<file path="src/common/adcseq_regs.vh">
/*
 * register map, field positions, reset values and timing counts of the
 * conversion sequencer. assumes inclusion by bare name from verilog/.
 */
`ifndef ADCSEQ_REGS_VH
`define ADCSEQ_REGS_VH

// ==========================================================
// offsets
`define ADCSEQ_OFS_CONTROL   4'h0
`define ADCSEQ_OFS_CONFIG    4'h1
`define ADCSEQ_OFS_RES_HIGH  4'h2
`define ADCSEQ_OFS_RES_LOW   4'h3
`define ADCSEQ_OFS_STATUS    4'h4
`define ADCSEQ_ADDR_W        4

// ==========================================================
// control register fields
`define ADCSEQ_CTL_ENABLE    0
`define ADCSEQ_CTL_GO        1
`define ADCSEQ_CTL_CHS_LO    2
`define ADCSEQ_CTL_CHS_HI    6
`define ADCSEQ_CTL_RESET     8'h00

// ==========================================================
// config register fields
`define ADCSEQ_CFG_IRQ_EN    0
`define ADCSEQ_CFG_CLK_LO    4
`define ADCSEQ_CFG_CLK_HI    6
`define ADCSEQ_CFG_JUSTIFY   7
`define ADCSEQ_CFG_RESET     8'h00
`define ADCSEQ_CLK_RC        2'h3

// ==========================================================
// status register fields
`define ADCSEQ_STS_DONE_FLAG 0
`define ADCSEQ_STS_POWERED   1
`define ADCSEQ_STS_WAKE      2

// ==========================================================
// channel codes
`define ADCSEQ_CHS_LAST_AN   5'h0b
`define ADCSEQ_CHS_NONE      5'h0c
`define ADCSEQ_CHS_TEMP      5'h1d
`define ADCSEQ_CHS_DAC       5'h1e
`define ADCSEQ_CHS_FVR       5'h1f

// ==========================================================
// timing: 11.5 bit periods per conversion, counted in half periods
`define ADCSEQ_HALF_PERIODS  23
`define ADCSEQ_BITS          10
`define ADCSEQ_RC_DELAY_CYC  4
`define ADCSEQ_DIV_DEFAULT   8

`endif

</file>
<file path="src/verilog/adcseq_top.v">
/*
 * control and sequencing of a 10-bit successive-approximation converter:
 * register port, go/done handling, abort, justification, sleep and trigger.
 * assumes an external comparator answering each trial within the same
 * half-period, and synchronous inputs on clk_sys.
 */
// Added by the designer: the address-and-strobe port and the register addresses.
// Operation
// - justify select picks left or right layout
// - runs only when enabled; go starts
// - finish clears go, sets flag, loads result
// - clearing go aborts; fill with last bit
// - reset clears registers, stops conversion
// - sleep conversion only on RC, extra delay; the code's RC delay state adds none, the tick divider runs through it
// - sleep end wakes or powers down
// - sleep on other clock aborts, powers down
// - trigger sets go, clears first timer; code clears it only while idle
// - channel field bits 6-2, bit 7 zero
// - temperature, dac and reference channel codes
// - go reads one while converting
// - enable bit powers converter
// - left layout: high holds 9-2
// - conversion lasts 11.5 bit periods
`timescale 1ns/10ps
`include "adcseq_regs.vh"

module adcseq_top #(
    parameter DIV_DEFAULT = `ADCSEQ_DIV_DEFAULT,
    parameter RC_DIV      = 13
) (
    input  wire       clk_sys,
    input  wire       reset,
    input  wire [3:0] reg_addr,
    input  wire [7:0] reg_wdata,
    input  wire       reg_wr,
    input  wire       reg_rd,
    output reg  [7:0] reg_rdata,
    input  wire       sleep_mode,
    input  wire       special_trigger,
    input  wire       comparator_high,
    output reg        analog_power,
    output reg  [4:0] input_channel_select,
    output reg  [9:0] trial_code,
    output reg        sample_hold,
    output reg        first_timer_clear,
    output reg        conversion_done_irq_flag,
    output reg        wake_request
);

    // ==========================================================
    // state
    localparam ST_IDLE  = 2'h0;
    localparam ST_DELAY = 2'h1;
    localparam ST_CONV  = 2'h2;
    // rc half-period length at register width
    localparam [7:0] RC_HALF = RC_DIV;

    reg [1:0] state;
    reg       converter_enable_bit;
    reg       go_flag;
    reg       irq_enable;
    reg [2:0] clk_select;
    reg       result_justify_select;
    reg [7:0] result_high_reg;
    reg [7:0] result_low_reg;
    reg [9:0] sar;
    reg [3:0] bit_idx;
    reg [4:0] half_cnt;
    reg [7:0] div_cnt;
    reg [2:0] delay_cnt;
    reg       slept_off;
    reg       last_bit;
    reg       tick;

    wire clk_is_rc = (clk_select[1:0] == `ADCSEQ_CLK_RC);
    wire ctl_wr    = reg_wr && (reg_addr == `ADCSEQ_OFS_CONTROL);
    wire go_clear  = ctl_wr && !reg_wdata[`ADCSEQ_CTL_GO];
    wire go_set    = ctl_wr && reg_wdata[`ADCSEQ_CTL_GO];
    wire running   = (state != ST_IDLE);

    // half-period length in system clocks for the selected clock
    function [7:0] half_len;
        input [2:0] sel;
        begin
            case (sel)
                3'h0:    half_len = 8'h01;
                3'h4:    half_len = 8'h02;
                3'h1:    half_len = 8'h04;
                3'h5:    half_len = 8'h08;
                3'h2:    half_len = 8'h10;
                3'h6:    half_len = 8'h20;
                default: half_len = RC_HALF;
            endcase
        end
    endfunction

    // fill unresolved positions at and below idx with the last resolved bit
    function [9:0] fill_partial;
        input [9:0] val;
        input [3:0] idx;
        input       fill;
        integer i;
        begin
            fill_partial = val;
            for (i = 0; i < `ADCSEQ_BITS; i = i + 1) begin
                if (i <= idx)
                    fill_partial[i] = fill;
            end
        end
    endfunction

    // ==========================================================
    // half-period tick divider
    always @(posedge clk_sys) begin
        if (reset || !running) begin
            div_cnt <= 8'h00;
            tick    <= 1'b0;
        end else if (div_cnt + 8'h01 >= half_len(clk_select)) begin
            div_cnt <= 8'h00;
            tick    <= 1'b1;
        end else begin
            div_cnt <= div_cnt + 8'h01;
            tick    <= 1'b0;
        end
    end

    // ==========================================================
    // registers and sequencer
    always @(posedge clk_sys) begin
        if (reset) begin
            state                    <= ST_IDLE;
            converter_enable_bit     <= 1'b0;
            go_flag                  <= 1'b0;
            input_channel_select     <= 5'h00;
            irq_enable               <= 1'b0;
            clk_select               <= 3'h0;
            result_justify_select    <= 1'b0;
            result_high_reg          <= 8'h00;
            result_low_reg           <= 8'h00;
            sar                      <= 10'h000;
            bit_idx                  <= 4'h0;
            half_cnt                 <= 5'h00;
            delay_cnt                <= 3'h0;
            slept_off                <= 1'b0;
            last_bit                 <= 1'b0;
            conversion_done_irq_flag <= 1'b0;
            first_timer_clear        <= 1'b0;
            wake_request             <= 1'b0;
        end else begin
            first_timer_clear <= 1'b0;
            wake_request      <= 1'b0;
            if (ctl_wr) begin
                converter_enable_bit <= reg_wdata[`ADCSEQ_CTL_ENABLE];
                input_channel_select <= reg_wdata[`ADCSEQ_CTL_CHS_HI:`ADCSEQ_CTL_CHS_LO];
                if (!reg_wdata[`ADCSEQ_CTL_ENABLE])
                    slept_off <= 1'b0;
            end
            if (reg_wr && reg_addr == `ADCSEQ_OFS_CONFIG) begin
                irq_enable            <= reg_wdata[`ADCSEQ_CFG_IRQ_EN];
                clk_select            <= reg_wdata[`ADCSEQ_CFG_CLK_HI:`ADCSEQ_CFG_CLK_LO];
                result_justify_select <= reg_wdata[`ADCSEQ_CFG_JUSTIFY];
            end
            if (reg_wr && reg_addr == `ADCSEQ_OFS_STATUS &&
                reg_wdata[`ADCSEQ_STS_DONE_FLAG])
                conversion_done_irq_flag <= 1'b0;
            if (!sleep_mode)
                slept_off <= 1'b0;
            case (state)
                ST_IDLE: begin
                    // enable must already be on; go while off is ignored
                    if (converter_enable_bit && !slept_off &&
                        (go_set || special_trigger)) begin
                        go_flag   <= 1'b1;
                        sar       <= 10'h200;
                        bit_idx   <= 4'h9;
                        half_cnt  <= 5'h00;
                        delay_cnt <= 3'h0;
                        state     <= clk_is_rc ? ST_DELAY : ST_CONV;
                    end
                    if (special_trigger)
                        first_timer_clear <= 1'b1;
                end
                ST_DELAY: begin
                    if (go_clear || !converter_enable_bit) begin
                        go_flag <= 1'b0;
                        state   <= ST_IDLE;
                    end else if (delay_cnt == `ADCSEQ_RC_DELAY_CYC - 1) begin
                        state <= ST_CONV;
                    end else begin
                        delay_cnt <= delay_cnt + 3'h1;
                    end
                end
                ST_CONV: begin
                    // disabling mid-conversion stops it like an abort
                    if (go_clear || !converter_enable_bit ||
                        (sleep_mode && !clk_is_rc)) begin
                        go_flag         <= 1'b0;
                        state           <= ST_IDLE;
                        slept_off       <= sleep_mode;
                        {result_high_reg, result_low_reg} <=
                            justify(fill_partial(sar, bit_idx, last_bit),
                                    result_justify_select);
                    end else if (tick) begin
                        half_cnt <= half_cnt + 5'h01;
                        // two half periods before the first bit, then two per bit
                        if (half_cnt[0] && half_cnt != 5'h01 && bit_idx != 4'hf) begin
                            sar[bit_idx] <= comparator_high;
                            last_bit     <= comparator_high;
                            if (bit_idx != 4'h0)
                                sar[bit_idx - 4'h1] <= 1'b1;
                            bit_idx <= bit_idx - 4'h1;
                        end
                        if (half_cnt == `ADCSEQ_HALF_PERIODS - 1) begin
                            go_flag                  <= 1'b0;
                            conversion_done_irq_flag <= 1'b1;
                            {result_high_reg, result_low_reg} <=
                                justify(sar, result_justify_select);
                            state <= ST_IDLE;
                            if (sleep_mode) begin
                                wake_request <= irq_enable;
                                slept_off    <= !irq_enable;
                            end
                        end
                    end
                end
                default: state <= ST_IDLE;
            endcase
        end
    end

    // left: high = 9..2, low top = 1..0; right: high low bits = 9..8
    function [15:0] justify;
        input [9:0] val;
        input       right;
        begin
            if (right)
                justify = {6'h00, val[9:8], val[7:0]};
            else
                justify = {val[9:2], val[1:0], 6'h00};
        end
    endfunction

    // ==========================================================
    // analog side outputs
    always @(posedge clk_sys) begin
        if (reset) begin
            analog_power <= 1'b0;
            trial_code   <= 10'h000;
            sample_hold  <= 1'b0;
        end else begin
            analog_power <= converter_enable_bit && !slept_off &&
                            !(sleep_mode && !clk_is_rc && !running);
            trial_code   <= sar;
            sample_hold  <= (state == ST_CONV) && (half_cnt != 5'h00);
        end
    end

    // ==========================================================
    // read port, data one cycle after the strobe
    always @(posedge clk_sys) begin
        if (reset) begin
            reg_rdata <= 8'h00;
        end else if (reg_rd) begin
            case (reg_addr)
                `ADCSEQ_OFS_CONTROL:  reg_rdata <= {1'b0, input_channel_select, go_flag,
                                                    converter_enable_bit};
                `ADCSEQ_OFS_CONFIG:   reg_rdata <= {result_justify_select, clk_select,
                                                    3'h0, irq_enable};
                `ADCSEQ_OFS_RES_HIGH: reg_rdata <= result_high_reg;
                `ADCSEQ_OFS_RES_LOW:  reg_rdata <= result_low_reg;
                `ADCSEQ_OFS_STATUS:   reg_rdata <= {5'h00, wake_request, analog_power,
                                                    conversion_done_irq_flag};
                default:              reg_rdata <= 8'h00;
            endcase
        end else begin
            reg_rdata <= 8'h00;
        end
    end

endmodule // adcseq_top
</file>
<file path="config.mk">
export PLATFORM = sky130hd
export DESIGN_NAME = adcseq_top
export DESIGN_NICKNAME = d
export VERILOG_FILES = /design/src/verilog/adcseq_top.v
export VERILOG_INCLUDE_DIRS = /design/src /design/src/common
export SDC_FILE = /design/constraint.sdc
export NUM_CORES = 1
export LEC_CHECK = 0
export ABC_AREA = 1
export BUFFER_PORTS_ARGS = -buffer_cell sky130_fd_sc_hd__buf_2
export CAP_MARGIN = 5
export CORE_ASPECT_RATIO = 0.9
export CORE_MARGIN = 5
export CORE_UTILIZATION = 42
export CTS_CLUSTER_SIZE = 10
export DETAILED_ROUTE_END_ITERATION = 10
export PLACE_DENSITY = 0.63
export RECOVER_POWER = 25
export SETUP_SLACK_MARGIN = 0.05
export SLEW_MARGIN = 10
export SYNTH_ARGS = -nofsm -noshare
export SYNTH_HDL_FRONTEND = slang
export SYNTH_SLANG_ARGS = --single-unit
</file>
<file path="constraint.sdc">
create_clock -name clk_sys -period 2.81 [get_ports clk_sys]
set_input_delay 0.281 -clock clk_sys [delete_from_list [all_inputs] [get_ports clk_sys]]
set_output_delay 0.281 -clock clk_sys [all_outputs]
set_load 0.05 [all_outputs]
</file>
==> results.yml, run 1 <==
finish:
  drive_gt1_frac: 0.121
  syn2layout_area_growth_pct: 12.7
  multiInputGateArea_um2: 2510
  num-nets-final: 749
  fillerInstances: 1080
  final_util: 0.486
  seq_area_um2: 1720
  largestRegisters: "sar: 10 flops, trial_code: 10 flops"
  antenna_cells: 0
synth:
  synthFlopType: "dfxtp_1"
  synth_top_cell_by_area: "dfxtp_1"
  synth_top_cell_area_share: 0.368
  synthArstFlopShare: 0
  synth-seq-cells: 86
  synth-edff-count: 0
  netlist_area_um2: 4680
  syn_inst: 671
  ys_types: 42
  ys_warn_count: 0
  synth_area_leaders: "dfxtp_1 (37%), nand2_1 (11%), o21ai_0 (6.8%), inv_1 (6.5%), nor2_1 (6.5%)"
  ys_seq_area_frac: 0.368
  syn_area_per_cell_um2: 6.98
detailed_routing:
  ant_nets: 0
  route.final.wire_length_um: 11700
  vias_per_cell: 5.08
  vias: 4393
  drt_first_pass_iters: 5
  drc: 0
  drt_first_iter_violations: 270
  wirelength_met1_um: 5440
  met3WireLength_um: 550
  dr.max_layer_used: "met4"
  wl_per_cell_um: 13.5
  routed-wl-met2_um: 5580
grt:
  grt_max_degree: 29
  groute.usage.overall: 0.181
  grt_pass1_vias: 4123
  grt_pass1_wl_um: 19400
  overflow: 0
  antenna_found_initial: 0
clock_tree:
  cts_sinks: 86
  numCtsBuffers: 9
  clkLatencyLatePin_ps: 350
  postCtsSetupRepairBufs: 0
  clk_path_buf_depth: 2
  cts_resized: 0
  htreeDepth: 3
  clkTransAtPathRegs_ps: 70
  cts_tree: "done"
  hold_buffers: 0
  cts_root_buffer: "clkbuf_16"
sta:
  fin_crit_ps: 2170
  rsz0062_at_grt: "no"
  fmax_mhz: 462
  worst_pin_slew_ps: 928
  fin_crit_sh: 0.771
  setup_viol: 0
  slew_headroom: 0.381
  hold_violations: 0
  slew_violations: 0
  fin_skew_ps: 7.02
  tns_ps: 0
  setup_ws_ps: 645
pwr:
  cellPowerDensity_nw_per_um2: 784
  p_total_uw: 4130
  vdd_drop_max_mv: 0.526
  leakagePower_uw: 0.00228
worst_setup_path:
  crit_arrival_ps: 2410
  crit_fanout: 24
  worstPathRequired_ps: 3060
  setup.worst_path.start_class: "flop"
  worstSetupEndpointType: "flop"
  critPathKind: "flop to flop"
placed_design:
  dpl_worst_slack_ps: 684
  place_congestion: 0.872
  dpl.hpwl_um: 8720
  portBuffers: 46
flow_run:
  max_cap_viol_count: 0
die:
  ios: 47
  core_um2: 10900
  die_h_um: 110
  fp-row-count: 36
  die_area_um2: 13400
  die_x_um: 121
  start_util: 0.431
run_status:
  status: "completed"
hold_path:
  hp-class: "input port to flop"
-- cells in the final DEF (no fill, tap or decap), types with 6 or more instances in the layout --
cell type	n
buf_2	34
nand4_1	12
nand2_1	142
a21oi_1	41
inv_1	81
o21ai_1	6
clkbuf_1	13
o21ai_0	64
nand3_1	42
nor2_1	81
clkbuf_16	9
o21ai_2	11
ha_1	22
dfxtp_1	86
-- synthesized netlist by cell type (all sizes together), types with 5 or more instances --
cell and n:
nand2 149, dfxtp 86, nor2 86, inv 85
o21ai 82, nand3 44, a21oi 42, ha 22
buf 14, nand4 13, clkbuf 9, a221oi 5
o22ai 5
-- logic make-up after synthesis --
kind of cell    after synthesis  synth area share
compound gates              145             0.178
buf+inv                     109            0.0962
other cells                   1          0.000801
xor+xnor                      5           0.00936
fa+ha+maj                    22            0.0588
flops                        86             0.368
simple gates                303             0.289
-- where the power goes --
group	switching (µW)	internal [µW]
logic	1010	436
clock network	567	630
registers	134	1360
-- final timing paths --
path / startpoint / to / slack [ps] / depth (start not counted)
setup reg to reg: state[0]$_SDFFE_PP0P_ / bit_idx[3]$_SDFFE_PP0P_ / 640 / 9
setup / recovery: state[0]$_SDFFE_PP0P_ / bit_idx[3]$_SDFFE_PP0P_ / 640 / 9
hold reg to reg: result_low_reg[0]$_SDFFE_PP0P_ / result_low_reg[0]$_SDFFE_PP0P_ / 470 / 2
hold / removal: special_trigger / first_timer_clear$_SDFF_PP0_ / 180 / 3
-- metal layers --
layer / up-vias / track usage
met5: - / 0
met4: 0 / 0.0480
met3: 13 / 0.0474
met2: 101 / 0.307
met1: 2012 / 0.230
li1: 2267 / -
-- worst max-delay path: stages, from the launching register on --
cell and delay, ps:
dfxtp_1 340, inv_1 90, ha_1 390, clkinv_1 360, nand2_1 230, o21ai_4 100
nand2_4 270, inv_1 120, nor2_1 110, nor2_1 50
-- metrics by stage --
step           hold slack, ps  instances  cell area, µm²
2_1_floorplan             415        672            4680
3_3_place_gp              449        849            4990
3_5_place_dp              459        849            4990
4_1_cts                   168        865            5290
5_1_grt                   198        865            5270
6_report                  176        865            5270
-- layout make-up --
type,count,share of cell area
Inverter,86,0.0612
Tap cell,152,0.0361
Timing Repair Buffer,48,0.0429
Clock buffer,9,0.0427
Sequential cell,86,0.326
Multi-Input combinational cell,477,0.476
Clock inverter,7,0.0142
Power figures use the tool's default switching activity.
==> run 2: changes to the inputs <==
--- a/config.mk
+++ b/config.mk
@@ -14,7 +14,7 @@
 export CORE_UTILIZATION = 42
 export CTS_CLUSTER_SIZE = 10
 export DETAILED_ROUTE_END_ITERATION = 10
-export PLACE_DENSITY = 0.63
+export PLACE_DENSITY = 0.65
 export RECOVER_POWER = 25
 export SETUP_SLACK_MARGIN = 0.05
 export SLEW_MARGIN = 10
==> constraint.sdc (replaced) <==
create_clock -name clk_sys -period 1.9 [get_ports clk_sys]
set_input_delay 0.19 -clock clk_sys [delete_from_list [all_inputs] [get_ports clk_sys]]
set_output_delay 0.19 -clock clk_sys [all_outputs]
set_load 0.05 [all_outputs]
==> run 2 against run 1 <==
Effect of this change:
- wire length about the same
- largest cell class unchanged
- hold slack got worse by 94 ps
- clock skew increased by 2.4 ps
- highest routed layer unchanged
==> results.yml, run 2 (synthesis gave the netlist of run 1 again) <==
run_status:
  status: "completed"
worst_setup_path:
  r2r_slack_ps: 130
  crit_fanout: 6
  r2r_cells: 12
  rr_endpoint: "div_cnt[2]$_SDFF_PP0_"
  cpMaxStageDelayCell: "dfxtp_4"
  cp.depth: 12
  startpoint: "div_cnt[0]$_SDFF_PP0_"
  worstPathRequired_ps: 2190
  worstSetupEndpointType: "flop"
  max_stage_delay_ps: 380
  crit_arrival_ps: 2050
  setup.worst_path.start_class: "flop"
  cp_cell_sequence: "ha_4, nand2_4, nor2_4, inv_1, nand2_1, inv_1, ha_1, a21oi_2, nand3_1, nor2_2, nand3_4, nor2_2"
  cp_num_buf_inv: 2
  r2r-start: "div_cnt[0]$_SDFF_PP0_"
  cp_top_family: "simple AND/OR/NAND/NOR gates"
  critPathKind: "flop to flop"
sta:
  fin_crit_ps: 1770
  slew_violations: 0
  fin_crit_sh: 0.929
  worst_pin_slew_ps: 597
  fmax_mhz: 566
  slew_headroom: 0.604
  setup_viol: 0
  hold_violations: 0
  fin_hold_ws_ps: 81.8
  setup_ws_ps: 135
  rsz0062_at_grt: "yes"
  fin_skew_ps: 9.45
  tns_ps: 0
grt:
  grt_max_degree: 28
  grt_pass1_vias: 4200
  antenna_found_initial: 0
  overflow: 0
  groute.usage.overall: 0.183
  grt_pass1_wl_um: 19500
hold_path:
  hold_depth: 3
  hp-class: "input port to flop"
  holdPathEnd: "first_timer_clear$_SDFF_PP0_"
  min-delay-start: "special_trigger"
finish:
  final_cell_mix: "nand2_1 (137), inv_1 (80), nor2_1 (78)"
  syn2layout_area_growth_pct: 17.3
  antenna_cells: 0
  largestRegisters: "sar: 10 flops, trial_code: 10 flops"
  drive_gt1_frac: 0.177
  final_common_cell: "nand2_1"
  final_cell_area_um2: 5490
  num-nets-final: 762
clock_tree:
  htreeDepth: 3
  hold_buffers: 0
  numCtsBuffers: 9
  clkTransAtPathRegs_ps: 60
  cts_sinks: 86
  cts_root_buffer: "clkbuf_16"
  clkLatencyLatePin_ps: 350
  clk_path_buf_depth: 2
  cts_tree: "done"
placed_design:
  placed_cell_area_um2: 5080
  dpl.hpwl_um: 8750
  place_congestion: 0.911
  portBuffers: 46
  dpl_worst_slack_ps: -89.3
detailed_routing:
  drc: 0
  vias: 4433
  drt_first_iter_violations: 294
  ant_nets: 0
  drt_first_pass_iters: 5
  vias_per_cell: 5.06
  route.final.wire_length_um: 11700
  wl_per_cell_um: 13.4
pwr:
  leakagePower_uw: 0.00241
  cellPowerDensity_nw_per_um2: 1140
  vdd_drop_max_mv: 0.481
die:
  die_h_um: 110
  ios: 47
  core_um2: 10900
  fp-row-count: 36
  die_area_um2: 13400
  die_x_um: 121
  start_util: 0.431
flow_run:
  max_cap_viol_count: 0
run 2: changes by cell type in the layout (fill, tap and decap cells not counted), sizes merged:
cell    previous run  this run
clkinv             3         2
inv               89        85
clkbuf            22        16
buf               35        56
bufinv             0         1
run 2: how the worst max path moves through the flow:
stage,to,slack [ps]
after detailed placement,div_cnt[3]$_SDFF_PP0_,-90
after global placement,sar[8]$_SDFFE_PP0P_,60
after global routing,div_cnt[2]$_SDFF_PP0_,30
after floorplan,div_cnt[0]$_SDFF_PP0_,210
after CTS,sar[8]$_SDFFE_PP0P_,50
final,div_cnt[2]$_SDFF_PP0_,130
run 2: area by class of cell:
cell class | count | area [µm²]
clock inverters | 3 | 46.3
clock buffers | 11 | 243
inverters | 86 | 325
flip-flops and latches | 86 | 1740
multi-input cells | 477 | 2610
repair buffers | 61 | 332
well taps | 152 | 190
fillers | 1106 | 5370
run 2: power breakdown:
group          leakage, µW  internal, µW  switching [µW]
clock             0.000138          1040             704
combinational      0.00156           739            1570
sequential        0.000703          2010             177
total              0.00241          3790            2450
run 2: tightest hold or removal path: stages:
cell and delay [ps]:
buf_2 100, inv_1 60, nor3_1 40
run 2: per-layer routing:
layer  up-vias  wire length, µm  track usage
met5         -                0            0
met4         0              332       0.0880
li1       2302                -            -
met2       103             5300        0.294
met1      2001             5440        0.233
met3        27              630       0.0449
run 2: what timing repair did:
item                                    4_1_cts  5_1_grt
buffers inserted                              0        1
hold endpoints to repair                      0        0
endpoints found under the setup margin        6       34
pin swaps                                     2        9
resized for setup                             7       34
run 2: metrics by stage:
stage | utilization | std cells | total power, µW
after floorplan | - | 672 | 3940
after global routing | 0.506 | 876 | 6730
final | 0.506 | 876 | 6250
after detailed placement | 0.468 | 861 | 4430
after global placement | 0.468 | 861 | 4380
after CTS | 0.497 | 875 | 6210
